--- config.mk ---
export PLATFORM = sky130hd
export DESIGN_NAME = prbu_branch_unit
export DESIGN_NICKNAME = d
export VERILOG_FILES = /design/src/hw/prbu_pkg.sv /design/src/hw/prbu_target.sv /design/src/hw/prbu_branch_unit.sv
export SDC_FILE = /design/constraint.sdc
export NUM_CORES = 1
export LEC_CHECK = 0
export BUFFER_PORTS_ARGS = -buffer_cell sky130_fd_sc_hd__buf_2
export CAP_MARGIN = 25
export CORE_MARGIN = 1
export CORE_UTILIZATION = 47
export DETAILED_ROUTE_END_ITERATION = 8
export PLACE_DENSITY = 0.69
export SYNTH_ARGS = -nofsm -noshare
export SYNTH_HDL_FRONTEND = slang
export SYNTH_SLANG_ARGS = --single-unit
--- constraint.sdc ---
create_clock -name core_clk -period 3.1 [get_ports core_clk]
set_input_delay 0.62 -clock core_clk [delete_from_list [all_inputs] [get_ports core_clk]]
set_output_delay 0.62 -clock core_clk [all_outputs]
set_load 0.02 [all_outputs]
--- src/hw/prbu_pkg.sv ---
// Package of opcodes, decode types and constants for the branch unit
package prbu_pkg;

	// ----------------------------------------------------------------
	// Widths
	// ----------------------------------------------------------------
	localparam int PRBU_ADDR_W = 32;
	localparam int PRBU_INSN_W = 16;

	// ----------------------------------------------------------------
	// Opcode fields
	// ----------------------------------------------------------------
	localparam logic [7:0] PRBU_OPC_BOF     = 8'h8B;
	localparam logic [7:0] PRBU_OPC_BOT     = 8'h89;
	localparam logic [7:0] PRBU_OPC_DBOF    = 8'h8F;
	localparam logic [7:0] PRBU_OPC_DBOT    = 8'h8D;
	localparam logic [3:0] PRBU_OPC_DISP    = 4'hA;
	localparam logic [3:0] PRBU_OPC_FAR_HI  = 4'h0;
	localparam logic [7:0] PRBU_OPC_FAR_LO  = 8'h23;

	// ----------------------------------------------------------------
	// Field positions
	// ----------------------------------------------------------------
	localparam int PRBU_DISP8_MSB  = 7;
	localparam int PRBU_DISP12_MSB = 11;
	localparam int PRBU_REG_LSB    = 8;

	// ----------------------------------------------------------------
	// Address offsets and reset values
	// ----------------------------------------------------------------
	localparam logic [31:0] PRBU_BASE_OFS   = 32'h0000_0004;
	localparam logic [31:0] PRBU_INSN_LEN   = 32'h0000_0002;
	localparam logic [31:0] PRBU_RESET_ADDR = 32'h0000_0000;

	// ----------------------------------------------------------------
	// Types
	// ----------------------------------------------------------------
	typedef enum logic [2:0] {
		PRBU_K_NONE,
		PRBU_K_BOF,
		PRBU_K_BOT,
		PRBU_K_DBOF,
		PRBU_K_DBOT,
		PRBU_K_DISP,
		PRBU_K_FAR
	} prbu_kind_t;

	typedef enum logic {
		PRBU_ST_SEQ,
		PRBU_ST_SLOT
	} prbu_state_t;

	// ----------------------------------------------------------------
	// Decode of the branch group
	// ----------------------------------------------------------------
	function automatic prbu_kind_t prbu_decode(input logic [15:0] insn);
		prbu_kind_t k;
		k = PRBU_K_NONE;
		if (insn[15:8] == PRBU_OPC_BOF) begin
			k = PRBU_K_BOF;
		end else if (insn[15:8] == PRBU_OPC_BOT) begin
			k = PRBU_K_BOT;
		end else if (insn[15:8] == PRBU_OPC_DBOF) begin
			k = PRBU_K_DBOF;
		end else if (insn[15:8] == PRBU_OPC_DBOT) begin
			k = PRBU_K_DBOT;
		end else if (insn[15:12] == PRBU_OPC_DISP) begin
			k = PRBU_K_DISP;
		end else if (insn[15:12] == PRBU_OPC_FAR_HI && insn[7:0] == PRBU_OPC_FAR_LO) begin
			k = PRBU_K_FAR;
		end
		return k;
	endfunction

	function automatic logic prbu_is_delayed(input prbu_kind_t k);
		return (k == PRBU_K_DBOF) || (k == PRBU_K_DBOT) ||
		       (k == PRBU_K_DISP) || (k == PRBU_K_FAR);
	endfunction

endpackage

--- src/hw/prbu_target.sv ---
// Branch target adders for the branch unit
`timescale 1ns/10ps
module prbu_target
	import prbu_pkg::*;
(
	// Instruction and its own address
	input  wire logic [15:0] insn,
	input  wire logic [31:0] base_addr,
	// Selected general register contents
	input  wire logic [31:0] reg_value,
	// Targets
	output logic      [31:0] target8,
	output logic      [31:0] target12,
	output logic      [31:0] target_far
);

	logic [31:0] disp8;
	logic [31:0] disp12;
	logic [31:0] base4;

	// Sign-extend, then double
	assign disp8      = {{23{insn[PRBU_DISP8_MSB]}}, insn[PRBU_DISP8_MSB:0], 1'b0};
	assign disp12     = {{19{insn[PRBU_DISP12_MSB]}}, insn[PRBU_DISP12_MSB:0], 1'b0};
	// Base is the branch's own address, never a later fetch
	assign base4      = base_addr + PRBU_BASE_OFS;
	assign target8    = base4 + disp8;
	assign target12   = base4 + disp12;
	assign target_far = base4 + reg_value;

endmodule

--- src/hw/prbu_branch_unit.sv ---
// Branch group decode and execute unit with delay-slot sequencing
// Function
// - Conditional target: sext disp8 times two plus four
// - Branch on false: jump if flag 0
// - Branch on true: jump if flag 1
// - Delayed false branch: slot, then conditional jump
// - Slot instruction completes before branch destination
// - No interrupts between delayed branch and slot
// - Branch in delay slot is slot-illegal
// - Delayed false branch in slot is illegal
// - Displacement branch: sext disp12 times two, delayed
// - Far branch: address plus four plus register
// - Target base is the branch's own address
`timescale 1ns/10ps
module prbu_branch_unit
	import prbu_pkg::*;
(
	// Clock and reset
	input  wire logic        core_clk,
	input  wire logic        rst,
	// Issued instruction
	input  wire logic        insn_valid,
	input  wire logic [15:0] insn,
	input  wire logic [31:0] insn_addr,
	input  wire logic        t_flag,
	input  wire logic [31:0] reg_value,
	input  wire logic        flush,
	// Program counter update
	output logic             insn_done_q,
	output logic             pc_load_q,
	output logic      [31:0] pc_value_q,
	output logic             branch_taken_q,
	// Exception and interrupt control
	output logic             slot_illegal_q,
	output logic      [31:0] slot_illegal_pc_q,
	output logic             int_hold_q
);

	// ----------------------------------------------------------------
	// Decode and targets
	// ----------------------------------------------------------------
	prbu_kind_t  kind;
	logic [31:0] target8;
	logic [31:0] target12;
	logic [31:0] target_far;
	logic [31:0] seq_addr;

	assign kind     = prbu_decode(insn);
	assign seq_addr = insn_addr + PRBU_INSN_LEN;

	prbu_target u_target (
		.insn       (insn),
		.base_addr  (insn_addr),
		.reg_value  (reg_value),
		.target8    (target8),
		.target12   (target12),
		.target_far (target_far)
	);

	// ----------------------------------------------------------------
	// Sequencer state
	// ----------------------------------------------------------------
	prbu_state_t state_q;
	prbu_state_t state_d;
	logic        pend_taken_q;
	logic        pend_taken_d;
	logic [31:0] pend_target_q;
	logic [31:0] pend_target_d;
	logic        done_d;
	logic        load_d;
	logic [31:0] pc_d;
	logic        taken_d;
	logic        ill_d;
	logic [31:0] ill_pc_d;
	logic        hold_d;

	// The flag is never written here; there is no path back to it
	always_comb begin
		state_d       = state_q;
		pend_taken_d  = pend_taken_q;
		pend_target_d = pend_target_q;
		done_d        = 1'b0;
		load_d        = 1'b0;
		pc_d          = pc_value_q;
		taken_d       = 1'b0;
		ill_d         = 1'b0;
		ill_pc_d      = slot_illegal_pc_q;
		if (flush) begin
			// A pending redirect dies with the flushed pair
			state_d      = PRBU_ST_SEQ;
			pend_taken_d = 1'b0;
		end else if (insn_valid) begin
			case (state_q)
				PRBU_ST_SEQ: begin
					done_d = 1'b1;
					pc_d   = seq_addr;
					case (kind)
						PRBU_K_BOF: begin
							if (!t_flag) begin
								load_d  = 1'b1;
								pc_d    = target8;
								taken_d = 1'b1;
							end
						end
						PRBU_K_BOT: begin
							if (t_flag) begin
								load_d  = 1'b1;
								pc_d    = target8;
								taken_d = 1'b1;
							end
						end
						PRBU_K_DBOF: begin
							state_d       = PRBU_ST_SLOT;
							pend_taken_d  = !t_flag;
							pend_target_d = target8;
						end
						PRBU_K_DBOT: begin
							state_d       = PRBU_ST_SLOT;
							pend_taken_d  = t_flag;
							pend_target_d = target8;
						end
						PRBU_K_DISP: begin
							state_d       = PRBU_ST_SLOT;
							pend_taken_d  = 1'b1;
							pend_target_d = target12;
						end
						PRBU_K_FAR: begin
							state_d       = PRBU_ST_SLOT;
							pend_taken_d  = 1'b1;
							pend_target_d = target_far;
						end
						default: begin
						end
					endcase
				end
				PRBU_ST_SLOT: begin
					state_d      = PRBU_ST_SEQ;
					pend_taken_d = 1'b0;
					if (kind != PRBU_K_NONE) begin
						// Any branch here, a delayed false one included
						ill_d    = 1'b1;
						ill_pc_d = insn_addr;
					end else begin
						// Slot retires first, then the destination
						done_d = 1'b1;
						if (pend_taken_q) begin
							load_d  = 1'b1;
							pc_d    = pend_target_q;
							taken_d = 1'b1;
						end else begin
							pc_d = seq_addr;
						end
					end
				end
				default: begin
					state_d = PRBU_ST_SEQ;
				end
			endcase
		end
		// Hold interrupts while a slot is owed to a delayed branch
		hold_d = (state_d == PRBU_ST_SLOT);
	end

	always_ff @(posedge core_clk or posedge rst) begin
		if (rst) begin
			state_q           <= PRBU_ST_SEQ;
			pend_taken_q      <= 1'b0;
			pend_target_q     <= PRBU_RESET_ADDR;
			insn_done_q       <= 1'b0;
			pc_load_q         <= 1'b0;
			pc_value_q        <= PRBU_RESET_ADDR;
			branch_taken_q    <= 1'b0;
			slot_illegal_q    <= 1'b0;
			slot_illegal_pc_q <= PRBU_RESET_ADDR;
			int_hold_q        <= 1'b0;
		end else begin
			state_q           <= state_d;
			pend_taken_q      <= pend_taken_d;
			pend_target_q     <= pend_target_d;
			insn_done_q       <= done_d;
			pc_load_q         <= load_d;
			pc_value_q        <= pc_d;
			branch_taken_q    <= taken_d;
			slot_illegal_q    <= ill_d;
			slot_illegal_pc_q <= ill_pc_d;
			int_hold_q        <= hold_d;
		end
	end

endmodule

==> flow_summary.json, run 1 <==
{
  "status": "finished with violations",
  "violations": "negative setup slack",
  "die_area_um2": 23000,
  "worst_slack_ns": -0.802,
  "grt_pass1_wl_um": 64100,
  "finalNonFillerCells": 2187,
  "clock_latency_ns": 0.36,
  "hpwl_um": 31100,
  "cp-endpoint": "pc_value_q[31]",
  "mostFrequentLayoutCell": "buf_4",
  "crit_path_start": "insn_addr[7]",
  "clock_path_buffers": 2,
  "htree_levels": 3,
  "hold_class": "input port to async pin",
  "rows": 54,
  "clock_skew_ns": 0.0128,
  "ys_warn_count": 0,
  "clock_sinks": 101,
  "vias": 12900,
  "p_leak_nw": 8.14,
  "rsz0062_at_grt": "true",
  "finalHoldViolCount": 0,
  "syn_inst": 1368,
  "wl_per_cell_um": 20.1,
  "timing.fmax_mhz": 256,
  "crit_fanout": 3,
  "drv_slew": 0,
  "synth_cell_types": 83,
  "grt_overflow": 0,
  "maxSlewHeadroom_pct": 35.2,
  "ant_nets": 0,
  "worst_r2r_endpoint": "pend_target_q[25]",
  "synth-edff-count": 0,
  "antenna_found_initial": 0,
  "initial_utilization_pct": 48.2,
  "fp.dieW_um": 152,
  "crit_type": "input port to flop",
  "fin_util_pct": 78.1,
  "ys_seq_elements": 101,
  "required_ns": 3.35,
  "io_buffers": 153,
  "drive_gt1_share_pct": 46.8,
  "cts-buffers-inserted": 9,
  "track_usage_pct": 36.2,
  "pre_cts_ws_ns": -1.23,
  "gp_congestion": 0.973,
  "clockRootBuffer": "clkbuf_16",
  "finalCritPeriodShare_pct": 126,
  "cts_hold_buf": 0,
  "reg2regPathDepth": 5,
  "fin_nets": 2078,
  "syn-num-nets": 1543,
  "maxCapViolCount": 0,
  "wl_um": 44000,
  "drt_iter0_markers": 1001,
  "timing.final.crit_period_ns": 3.90,
  "grt_pass1_vias": 12600,
  "fin_setup_tns_ns": -20.69,
  "ios": 154,
  "p_per_area_nw_per_um2": 354,
  "critPathLaunchType": "input port",
  "die_h_um": 152,
  "ir_drop_v": 0.000317,
  "drtPass1Iterations": 8,
  "async_flop_share_pct": 100,
  "path_clk_slew_ns": 0.08,
  "yosysSeqAreaShare_pct": 24.0,
  "cts_tree": "yes",
  "grt_max_degree": 46,
  "setup-violations-final": 44,
  "r2r_slack_ns": 0.91,
  "avgSynthCellArea_um2": 7.71,
  "crit_arrival_ns": 4.15,
  "dp.cells": 2113,
  "viasPerCell": 5.91,
  "core_area_um2": 21900,
  "drc": 0,
  "worst_setup_path_end_kind": "flop",
  "mostFrequentLayoutCells": "387 x buf_4, 229 x nand2_1, 147 x buf_2, 101 x dfrtp_1, 81 x nor2_1",
  "synth_flop_cell": "dfrtp_1",
  "timing.hold.ws_ns": 0.183,
  "r2r_start": "state_q",
  "synthToLayoutAreaGrowth_pct": 62.1,
  "netlist_area_um2": 10500,
  "worstMarginPinSlew_ns": 0.972,
  "diodes": 0
}
## report_power, final
group / switching [W] / total, W / internal, W
Clock: 0.000540 / 0.00127 / 0.000730
Combinational: 0.00165 / 0.00314 / 0.00150
Sequential: 0.000143 / 0.00165 / 0.00150
Total: 0.00233 / 0.00606 / 0.00373
## final cells by class
type	count	area [µm²]
multi-input cells	1169	9450
fillers	1483	4790
repair buffers	589	4320
flip-flops and latches	101	2530
well taps	280	350
clock buffers	10	239
inverters	33	130
clock inverters	5	82.6
## worst min-delay path by stage
stage,start,to,slack (ns),cells after the start
floorplan,pend_target_q[10],pend_target_q[10],0.44,2
global placement,slot_illegal_pc_q[24],slot_illegal_pc_q[24],0.45,2
detailed placement,slot_illegal_pc_q[11],slot_illegal_pc_q[11],0.46,2
CTS,rst,slot_illegal_pc_q[0],0.19,2
global route,rst,slot_illegal_pc_q[0],0.20,2
finish,rst,slot_illegal_pc_q[0],0.18,2
## critical path, stage by stage
cell,delay (ns)
buf_8,0.08
nand4_4,0.12
or2_4,0.30
nor4_4,0.20
nand2_2,0.17
nor2_4,0.14
xor2_2,0.24
ha_1,0.31
nand4_1,0.13
and4b_1,0.21
a22o_1,0.22
a31oi_4,0.26
o211ai_1,0.19
a31o_2,0.24
a21oi_2,0.12
xnor2_1,0.14
mux2i_1,0.09
a221o_1,0.34
## sequential cells by signal, summed over array words and instances (netlist names)
| signal | cells |
|---|---|
| pc_value_q | 32 |
| branch_taken_q | 1 |
| pend_target_q | 32 |
| slot_illegal_pc_q | 32 |
| pend_taken_q | 1 |
| state_q | 1 |
| slot_illegal_q | 1 |
| insn_done_q | 1 |
## metrics by stage
step	total power (W)	instance area [µm²]
after floorplan	0.00296	10800
after global placement	0.00406	14500
after detailed placement	0.00411	14500
after CTS	0.00574	16400
after global routing	0.00633	17100
final	0.00606	17100
## Yosys cell counts, types with 9 or more instances
| library cell | number | area share (%) |
|---|---|---|
| nor3_1 | 21 | 1.0 |
| nand2b_1 | 15 | 0.89 |
| dfrtp_1 | 101 | 24 |
| nor2_1 | 93 | 3.3 |
| nand2_1 | 248 | 8.8 |
| a31oi_1 | 15 | 0.89 |
| inv_1 | 32 | 1.1 |
| a211oi_1 | 13 | 0.93 |
| nand4_1 | 16 | 0.95 |
| nand3_1 | 36 | 1.7 |
| a221oi_1 | 10 | 0.83 |
| ha_1 | 88 | 10 |
| and2_1 | 9 | 0.53 |
| clkbuf_1 | 52 | 1.9 |
| mux2i_1 | 30 | 2.8 |
| mux2_2 | 12 | 1.3 |
| buf_2 | 10 | 0.47 |
| a21o_1 | 42 | 3.0 |
| and3_1 | 12 | 0.71 |
| xor2_1 | 63 | 5.2 |
| xnor2_1 | 71 | 5.9 |
| o21a_1 | 9 | 0.64 |
| o21bai_1 | 10 | 0.71 |
| a21oi_1 | 133 | 6.3 |
| o211ai_1 | 16 | 1.1 |
| o21ai_0 | 98 | 4.7 |
## what timing repair did
action                     in CTS  in global routing
gates cloned                    0                  0
setup endpoints to repair      45                 46
setup buffers                  43                 24
pin swaps                     158                 77
gates resized for setup       261                115
## cell families after synthesis
kind of cell    synth area share, %
compound gates                 24.8
xor+xnor                       11.1
fa+ha+maj                      10.8
buf+inv                        3.80
flops                          24.0
mux                            4.45
simple gates                   21.1
## layer usage
| metal | part of all wire, % | routed length, µm | track usage [%] | vias to the layer above |
|---|---|---|---|---|
| met4 | 7.6 | 3360 | 22.5 | 0 |
| met3 | 6.2 | 2740 | 4.40 | 212 |
| met1 | 38 | 16800 | 41.5 | 6102 |
| met5 | 0 | 0 | 0 | - |
| met2 | 48 | 21200 | 63.7 | 636 |
| li1 | - | - | - | 5980 |
Power figures use the tool's default switching activity.
==> inputs of run 2 (changes only) <==
--- a/config.mk
+++ b/config.mk
@@ -11,6 +11,7 @@
 export CORE_UTILIZATION = 47
 export DETAILED_ROUTE_END_ITERATION = 8
 export PLACE_DENSITY = 0.69
+export REMOVE_ABC_BUFFERS = 1
 export SYNTH_ARGS = -nofsm -noshare
 export SYNTH_HDL_FRONTEND = slang
 export SYNTH_SLANG_ARGS = --single-unit
==> run 2 against run 1 <==
- the flow still finishes with violations (negative setup slack)
- sequential power hardly changed
- worst hold slack better by 0.14 ns
- critical path depth is 3 higher
- non-clock buffer count is 8 lower
- critical endpoint is now pend_target_q[31]
==> flow_summary.json, run 2 (synthesis gave the netlist of run 1 again) <==
{
  "critPathLaunchType": "input port",
  "track_usage_pct": 36.8,
  "fp.dieW_um": 152,
  "synthToLayoutAreaGrowth_pct": 58.1,
  "p_clk_share_pct": 20.2,
  "r2r_slack_ns": 0.82,
  "status": "finished with violations",
  "m1WireLength_um": 18800,
  "hpwl_um": 32400,
  "antenna_found_initial": 0,
  "clockRootBuffer": "clkbuf_16",
  "worst_slack_ns": -0.817,
  "wl_met2_um": 19700,
  "core_area_um2": 21900,
  "rows": 54,
  "cts-buffers-inserted": 9,
  "clock_skew_ns": 0.00794,
  "wl_um": 44100,
  "finalCritPeriodShare_pct": 126,
  "reg.largest.list": "pc_value_q (32), pend_target_q (32), slot_illegal_pc_q (32)",
  "r2r_start": "state_q",
  "max_stage_delay_ns": 0.33,
  "power_switching_w": 0.00230,
  "reg2regPathDepth": 4,
  "ir_drop_v": 0.000272,
  "p_per_area_nw_per_um2": 347,
  "viasPerCell": 5.90,
  "worst_r2r_endpoint": "pc_value_q[4]",
  "finalHoldViolCount": 0,
  "violations": "negative setup slack",
  "grt_max_degree": 48,
  "maxCapViolCount": 0,
  "mostFrequentLayoutCells": "397 x buf_4, 241 x nand2_1, 144 x buf_2, 101 x dfrtp_1, 83 x a21oi_1",
  "power.internal_w": 0.00348,
  "ant_nets": 0,
  "grt_pass1_vias": 12100,
  "dp.cells": 2130,
  "fin_nets": 2070,
  "cp_common_cell": "buf_4",
  "fin_area_um2": 16700,
  "route.top_layer_used": "met4",
  "fin_setup_tns_ns": -17.91,
  "grt_overflow": 0,
  "initial_utilization_pct": 48.2,
  "n_fill_cell": 1559,
  "cp_cell_sequence": "buf_8, nand4_4, buf_4, nor3_4, nor3b_2, buf_4, xor2_4, buf_6, buf_12, ha_4, a21oi_4, nand2_1, or2_2, o211ai_1, buf_4, o2111ai_2, a21oi_2, a21oi_2, xnor2_1, a221oi_1, a21oi_1",
  "placed_area_um2": 14400,
  "crit_type": "input port to flop",
  "grt_pass1_wl_um": 64400,
  "cts_tree": "yes",
  "rsz0062_at_grt": "true",
  "finalNonFillerCells": 2180,
  "setup-violations-final": 40,
  "sequentialPowerShare_pct": 28.2,
  "die_h_um": 152,
  "met3RoutedLength_um": 4220,
  "worst_setup_path_end_kind": "flop",
  "vias": 12900,
  "slowest_stage": "a221oi_1",
  "drtPass1Iterations": 7,
  "swShare_pct": 39.8,
  "crit_family": "compound AO/OA/AOI/OAI gates",
  "path_depth": 21,
  "drc": 0,
  "crit_fanout": 4,
  "maxSlewHeadroom_pct": 33.2,
  "drv_slew": 0,
  "p_leak_nw": 7.96,
  "fin_util_pct": 76.2,
  "crit_arrival_ns": 4.17,
  "combPwrFrac_pct": 51.7,
  "htree_levels": 3,
  "worstMarginPinSlew_ns": 1.00,
  "drt_iter0_markers": 1217,
  "drive_gt1_share_pct": 44.3,
  "required_ns": 3.35,
  "cts_hold_buf": 0,
  "io_buffers": 153,
  "die_area_um2": 23000,
  "hold_class": "input port to async pin",
  "clock_latency_ns": 0.36,
  "ios": 154,
  "clock_sinks": 101,
  "timing.final.crit_period_ns": 3.92,
  "timing.fmax_mhz": 255,
  "timing.hold.ws_ns": 0.321,
  "path_buf_inv": 6,
  "path_clk_slew_ns": 0.08,
  "gp_congestion": 0.976,
  "mostFrequentLayoutCell": "buf_4",
  "wl_per_cell_um": 20.2,
  "clock_path_buffers": 2,
  "diodes": 0
}
run 2: cell count changes in the layout (fill, tap and decap cells not counted), sizes merged:
cell | before | now
inv | 32 | 34
bufinv | 2 | 0
clkbuf | 10 | 9
clkinvlp | 1 | 2
clkinv | 3 | 4
buf | 589 | 581
run 2: worst reg2reg max path: cells and delay by family (launching register included):
kind / cells / cell delay [ns]
DFF: 1 / 0.36
buffers and inverters: 2 / 1.13
muxes: 1 / 0.52
AOI/OAI and AO/OA: 1 / 0.18
run 2: power groups by stage:
| stage | Combinational [W] | Clock [W] | Sequential [W] |
|---|---|---|---|
| final | 0.00299 | 0.00117 | 0.00163 |
| after global routing | 0.00319 | 0.00122 | 0.00165 |
| after CTS | 0.00271 | 0.00116 | 0.00162 |
| after detailed placement | 0.00243 | 0 | 0.00165 |
| after global placement | 0.00239 | 0 | 0.00164 |
| after floorplan | 0.00119 | 0 | 0.00169 |
run 2: how the worst max path moves through the flow:
stage               slack, ns                 to          from
global route            -0.92     pc_value_q[31]  insn_addr[4]
floorplan               -0.98     pc_value_q[31]  insn_addr[2]
CTS                     -0.62     pc_value_q[31]  insn_addr[4]
detailed placement      -1.24     pc_value_q[31]  insn_addr[7]
global placement        -1.18     pc_value_q[31]  insn_addr[7]
finish                  -0.82  pend_target_q[31]  insn_addr[4]
run 2: metal layers:
metal  track usage (%)  vias up
met5                 0        -
met4              10.7        0
met3              6.05      113
met2              58.0      689
met1              51.2     6107
li1                  -     5960
run 2: final cells by class:
cell class,instances,area [µm²],share of cell area [%]
clock buffers,9,225,1.35
clock inverters,7,57.6,0.345
inverters,33,126,0.758
multi-input cells,1169,9160,54.9
flip-flops and latches,101,2530,15.2
well taps,280,350,2.10
repair buffers,581,4230,25.4
run 2: per-stage QoR:
step	setup WS, ns	total power, W
final	-0.817	0.00578
after global routing	-0.925	0.00606
after CTS	-0.620	0.00549
after detailed placement	-1.24	0.00408
after global placement	-1.18	0.00403
after floorplan	-0.981	0.00288
run 2: timing repair:
item / CTS / global route
pin swaps: 96 / 73
endpoints found under the setup margin: 43 / 44
gates resized for setup: 213 / 122
buffers inserted: 21 / 18
==> inputs of run 3 (changes only) <==
==> constraint.sdc (replaced) <==
create_clock -name core_clk -period 3.57 [get_ports core_clk]
set_input_delay 0.714 -clock core_clk [delete_from_list [all_inputs] [get_ports core_clk]]
set_output_delay 0.714 -clock core_clk [all_outputs]
set_load 0.02 [all_outputs]
==> run 3 against run 2 <==
- the run still ends with negative setup slack left
- via count fell by 2.2%
- routed wire length is 3.1% lower
- global-route usage down 0.84 points
- sequential power down 13%
- register-to-register slack improved by 0.80 ns
- worst hold slack better by 0.15 ns
- non-clock buffer count is 19 lower
- clock power down 14%
- critical endpoint is now pc_value_q[31]
- highest routed layer unchanged
==> flow_summary.json, run 3 (synthesis gave the netlist of run 1 again) <==
{
  "status": "finished with violations",
  "violations": "negative setup slack",
  "worstMarginPinSlew_ns": 0.858,
  "maxCapViolCount": 0,
  "crit_path_start": "insn_addr[4]",
  "wl_per_cell_um": 19.8,
  "grt_max_degree": 61,
  "ant_nets": 0,
  "rsz0062_at_grt": "true",
  "worst_setup_path_end_kind": "flop",
  "clock_skew_ns": 0.0173,
  "design_power_total_w": 0.00498,
  "vias": 12600,
  "drc": 0,
  "hold_class": "flop to flop",
  "rows": 54,
  "finalHoldViolCount": 0,
  "use_met1_pct": 50.1,
  "timing.fmax_mhz": 249,
  "htree_levels": 3,
  "timing.final.crit_period_ns": 4.01,
  "antenna_found_initial": 1,
  "track_usage_pct": 35.9,
  "clock_latency_ns": 0.37,
  "hpwl_um": 31600,
  "hold_path_startpoint": "slot_illegal_pc_q[16]",
  "finalCritPeriodShare_pct": 112,
  "r2r_slack_ns": 1.62,
  "drtPass1Iterations": 7,
  "worst_slack_ns": -0.444,
  "path_clk_slew_ns": 0.08,
  "critPathLaunchType": "input port",
  "die_h_um": 152,
  "crit_arrival_ns": 4.26,
  "clock_sinks": 101,
  "ir_drop_v": 0.000243,
  "use_met2_pct": 56.0,
  "ios": 154,
  "reg2regPathDepth": 8,
  "grt_use_met3_pct": 7.57,
  "die_area_um2": 23000,
  "crit_fanout": 4,
  "gp_congestion": 0.992,
  "drv_slew": 0,
  "r2r_start": "state_q",
  "core_area_um2": 21900,
  "reg.largest.list": "pc_value_q (32), pend_target_q (32), slot_illegal_pc_q (32)",
  "required_ns": 3.82,
  "fin_nets": 2051,
  "grt.busiest_layer": "met2",
  "maxSlewHeadroom_pct": 42.8,
  "p_per_area_nw_per_um2": 304,
  "dp.cells": 2098,
  "wl_um": 42800,
  "mostFrequentLayoutCells": "380 x buf_4, 238 x nand2_1, 145 x buf_2, 101 x dfrtp_1, 83 x a21oi_1",
  "clockRootBuffer": "clkbuf_16",
  "crit_type": "input port to flop",
  "drive_gt1_share_pct": 44.0,
  "grt_pass1_vias": 11800,
  "initial_utilization_pct": 48.2,
  "mostFrequentLayoutCell": "buf_4",
  "clock_path_buffers": 2,
  "pre_cts_ws_ns": -0.914,
  "viasPerCell": 5.82,
  "finalNonFillerCells": 2162,
  "drt_iter0_markers": 867,
  "grt_pass1_wl_um": 63100,
  "setup-violations-final": 29,
  "fp.dieW_um": 152,
  "worst_r2r_endpoint": "pc_value_q[23]",
  "cts_tree": "yes",
  "grt_overflow": 0,
  "cts-buffers-inserted": 9,
  "synthToLayoutAreaGrowth_pct": 55.5,
  "io_buffers": 153,
  "cp-endpoint": "pc_value_q[31]",
  "p_leak_nw": 7.85
}
## run 3: where the power goes
part	total [W]	switching, W	leakage, nW	internal [W]
logic	0.00256	0.00134	6.41	0.00122
registers	0.00142	0.000110	1.30	0.00130
clock network	0.00101	0.000522	0.135	0.000486
total	0.00498	0.00197	7.85	0.00301
## run 3: final cells by class
| type | count | area [µm²] |
|---|---|---|
| well taps | 280 | 350 |
| inverters | 33 | 129 |
| multi-input cells | 1169 | 9060 |
| flip-flops and latches | 101 | 2530 |
| clock inverters | 7 | 60.1 |
| repair buffers | 562 | 4050 |
| diodes | 1 | 2.50 |
| fillers | 1573 | 5490 |
| clock buffers | 9 | 225 |
## run 3: metrics by stage
step                      TNS, ns  instance area [µm²]  utilization, %  hold slack, ns
after floorplan            -15.97                10300               -           0.441
after global placement     -24.37                14200            64.7           0.452
after detailed placement   -25.79                14200            64.7           0.457
after CTS                  -0.860                15600            71.0           0.475
after global routing        -7.95                16400            74.9           0.499
final                       -3.91                16400            74.9           0.472
## run 3: critical path: stages
cell	delay (ns)
buf_8	0.08
nand4_4	0.15
or2_4	0.30
buf_6	0.13
nor3_2	0.09
buf_4	0.18
nand2_2	0.07
xnor2_2	0.14
ha_1	0.23
a2111oi_2	0.45
o221ai_2	0.16
o211ai_1	0.17
o21a_1	0.22
o211ai_1	0.16
a31o_2	0.25
a21oi_2	0.18
xnor2_2	0.14
mux2i_1	0.09
a221o_1	0.35
## run 3: worst min path at each step
stage | endpoint | slack (ns) | cells past startpoint
2_1_floorplan | pend_target_q[10] | 0.44 | 2
3_3_place_gp | slot_illegal_pc_q[16] | 0.45 | 2
3_5_place_dp | slot_illegal_pc_q[12] | 0.46 | 2
4_1_cts | slot_illegal_pc_q[12] | 0.47 | 2
5_1_grt | slot_illegal_pc_q[12] | 0.50 | 2
6_report | slot_illegal_pc_q[16] | 0.47 | 2
## run 3: routing by layer
metal	vias to the layer above	share of wire, %	wire, µm
met5	-	0	0
met4	0	2.5	1050
met3	74	9.1	3890
met2	592	45	19300
met1	5984	43	18500
li1	5941	-	-
## run 3: timing repair
action                                  in CTS  in global routing
cloned                                       0                  0
endpoints found under the setup margin      40                 40
hold buffers                                 0                  0
pin swaps                                   96                 88
setup buffers                               25                 32
resized for setup                          181                139
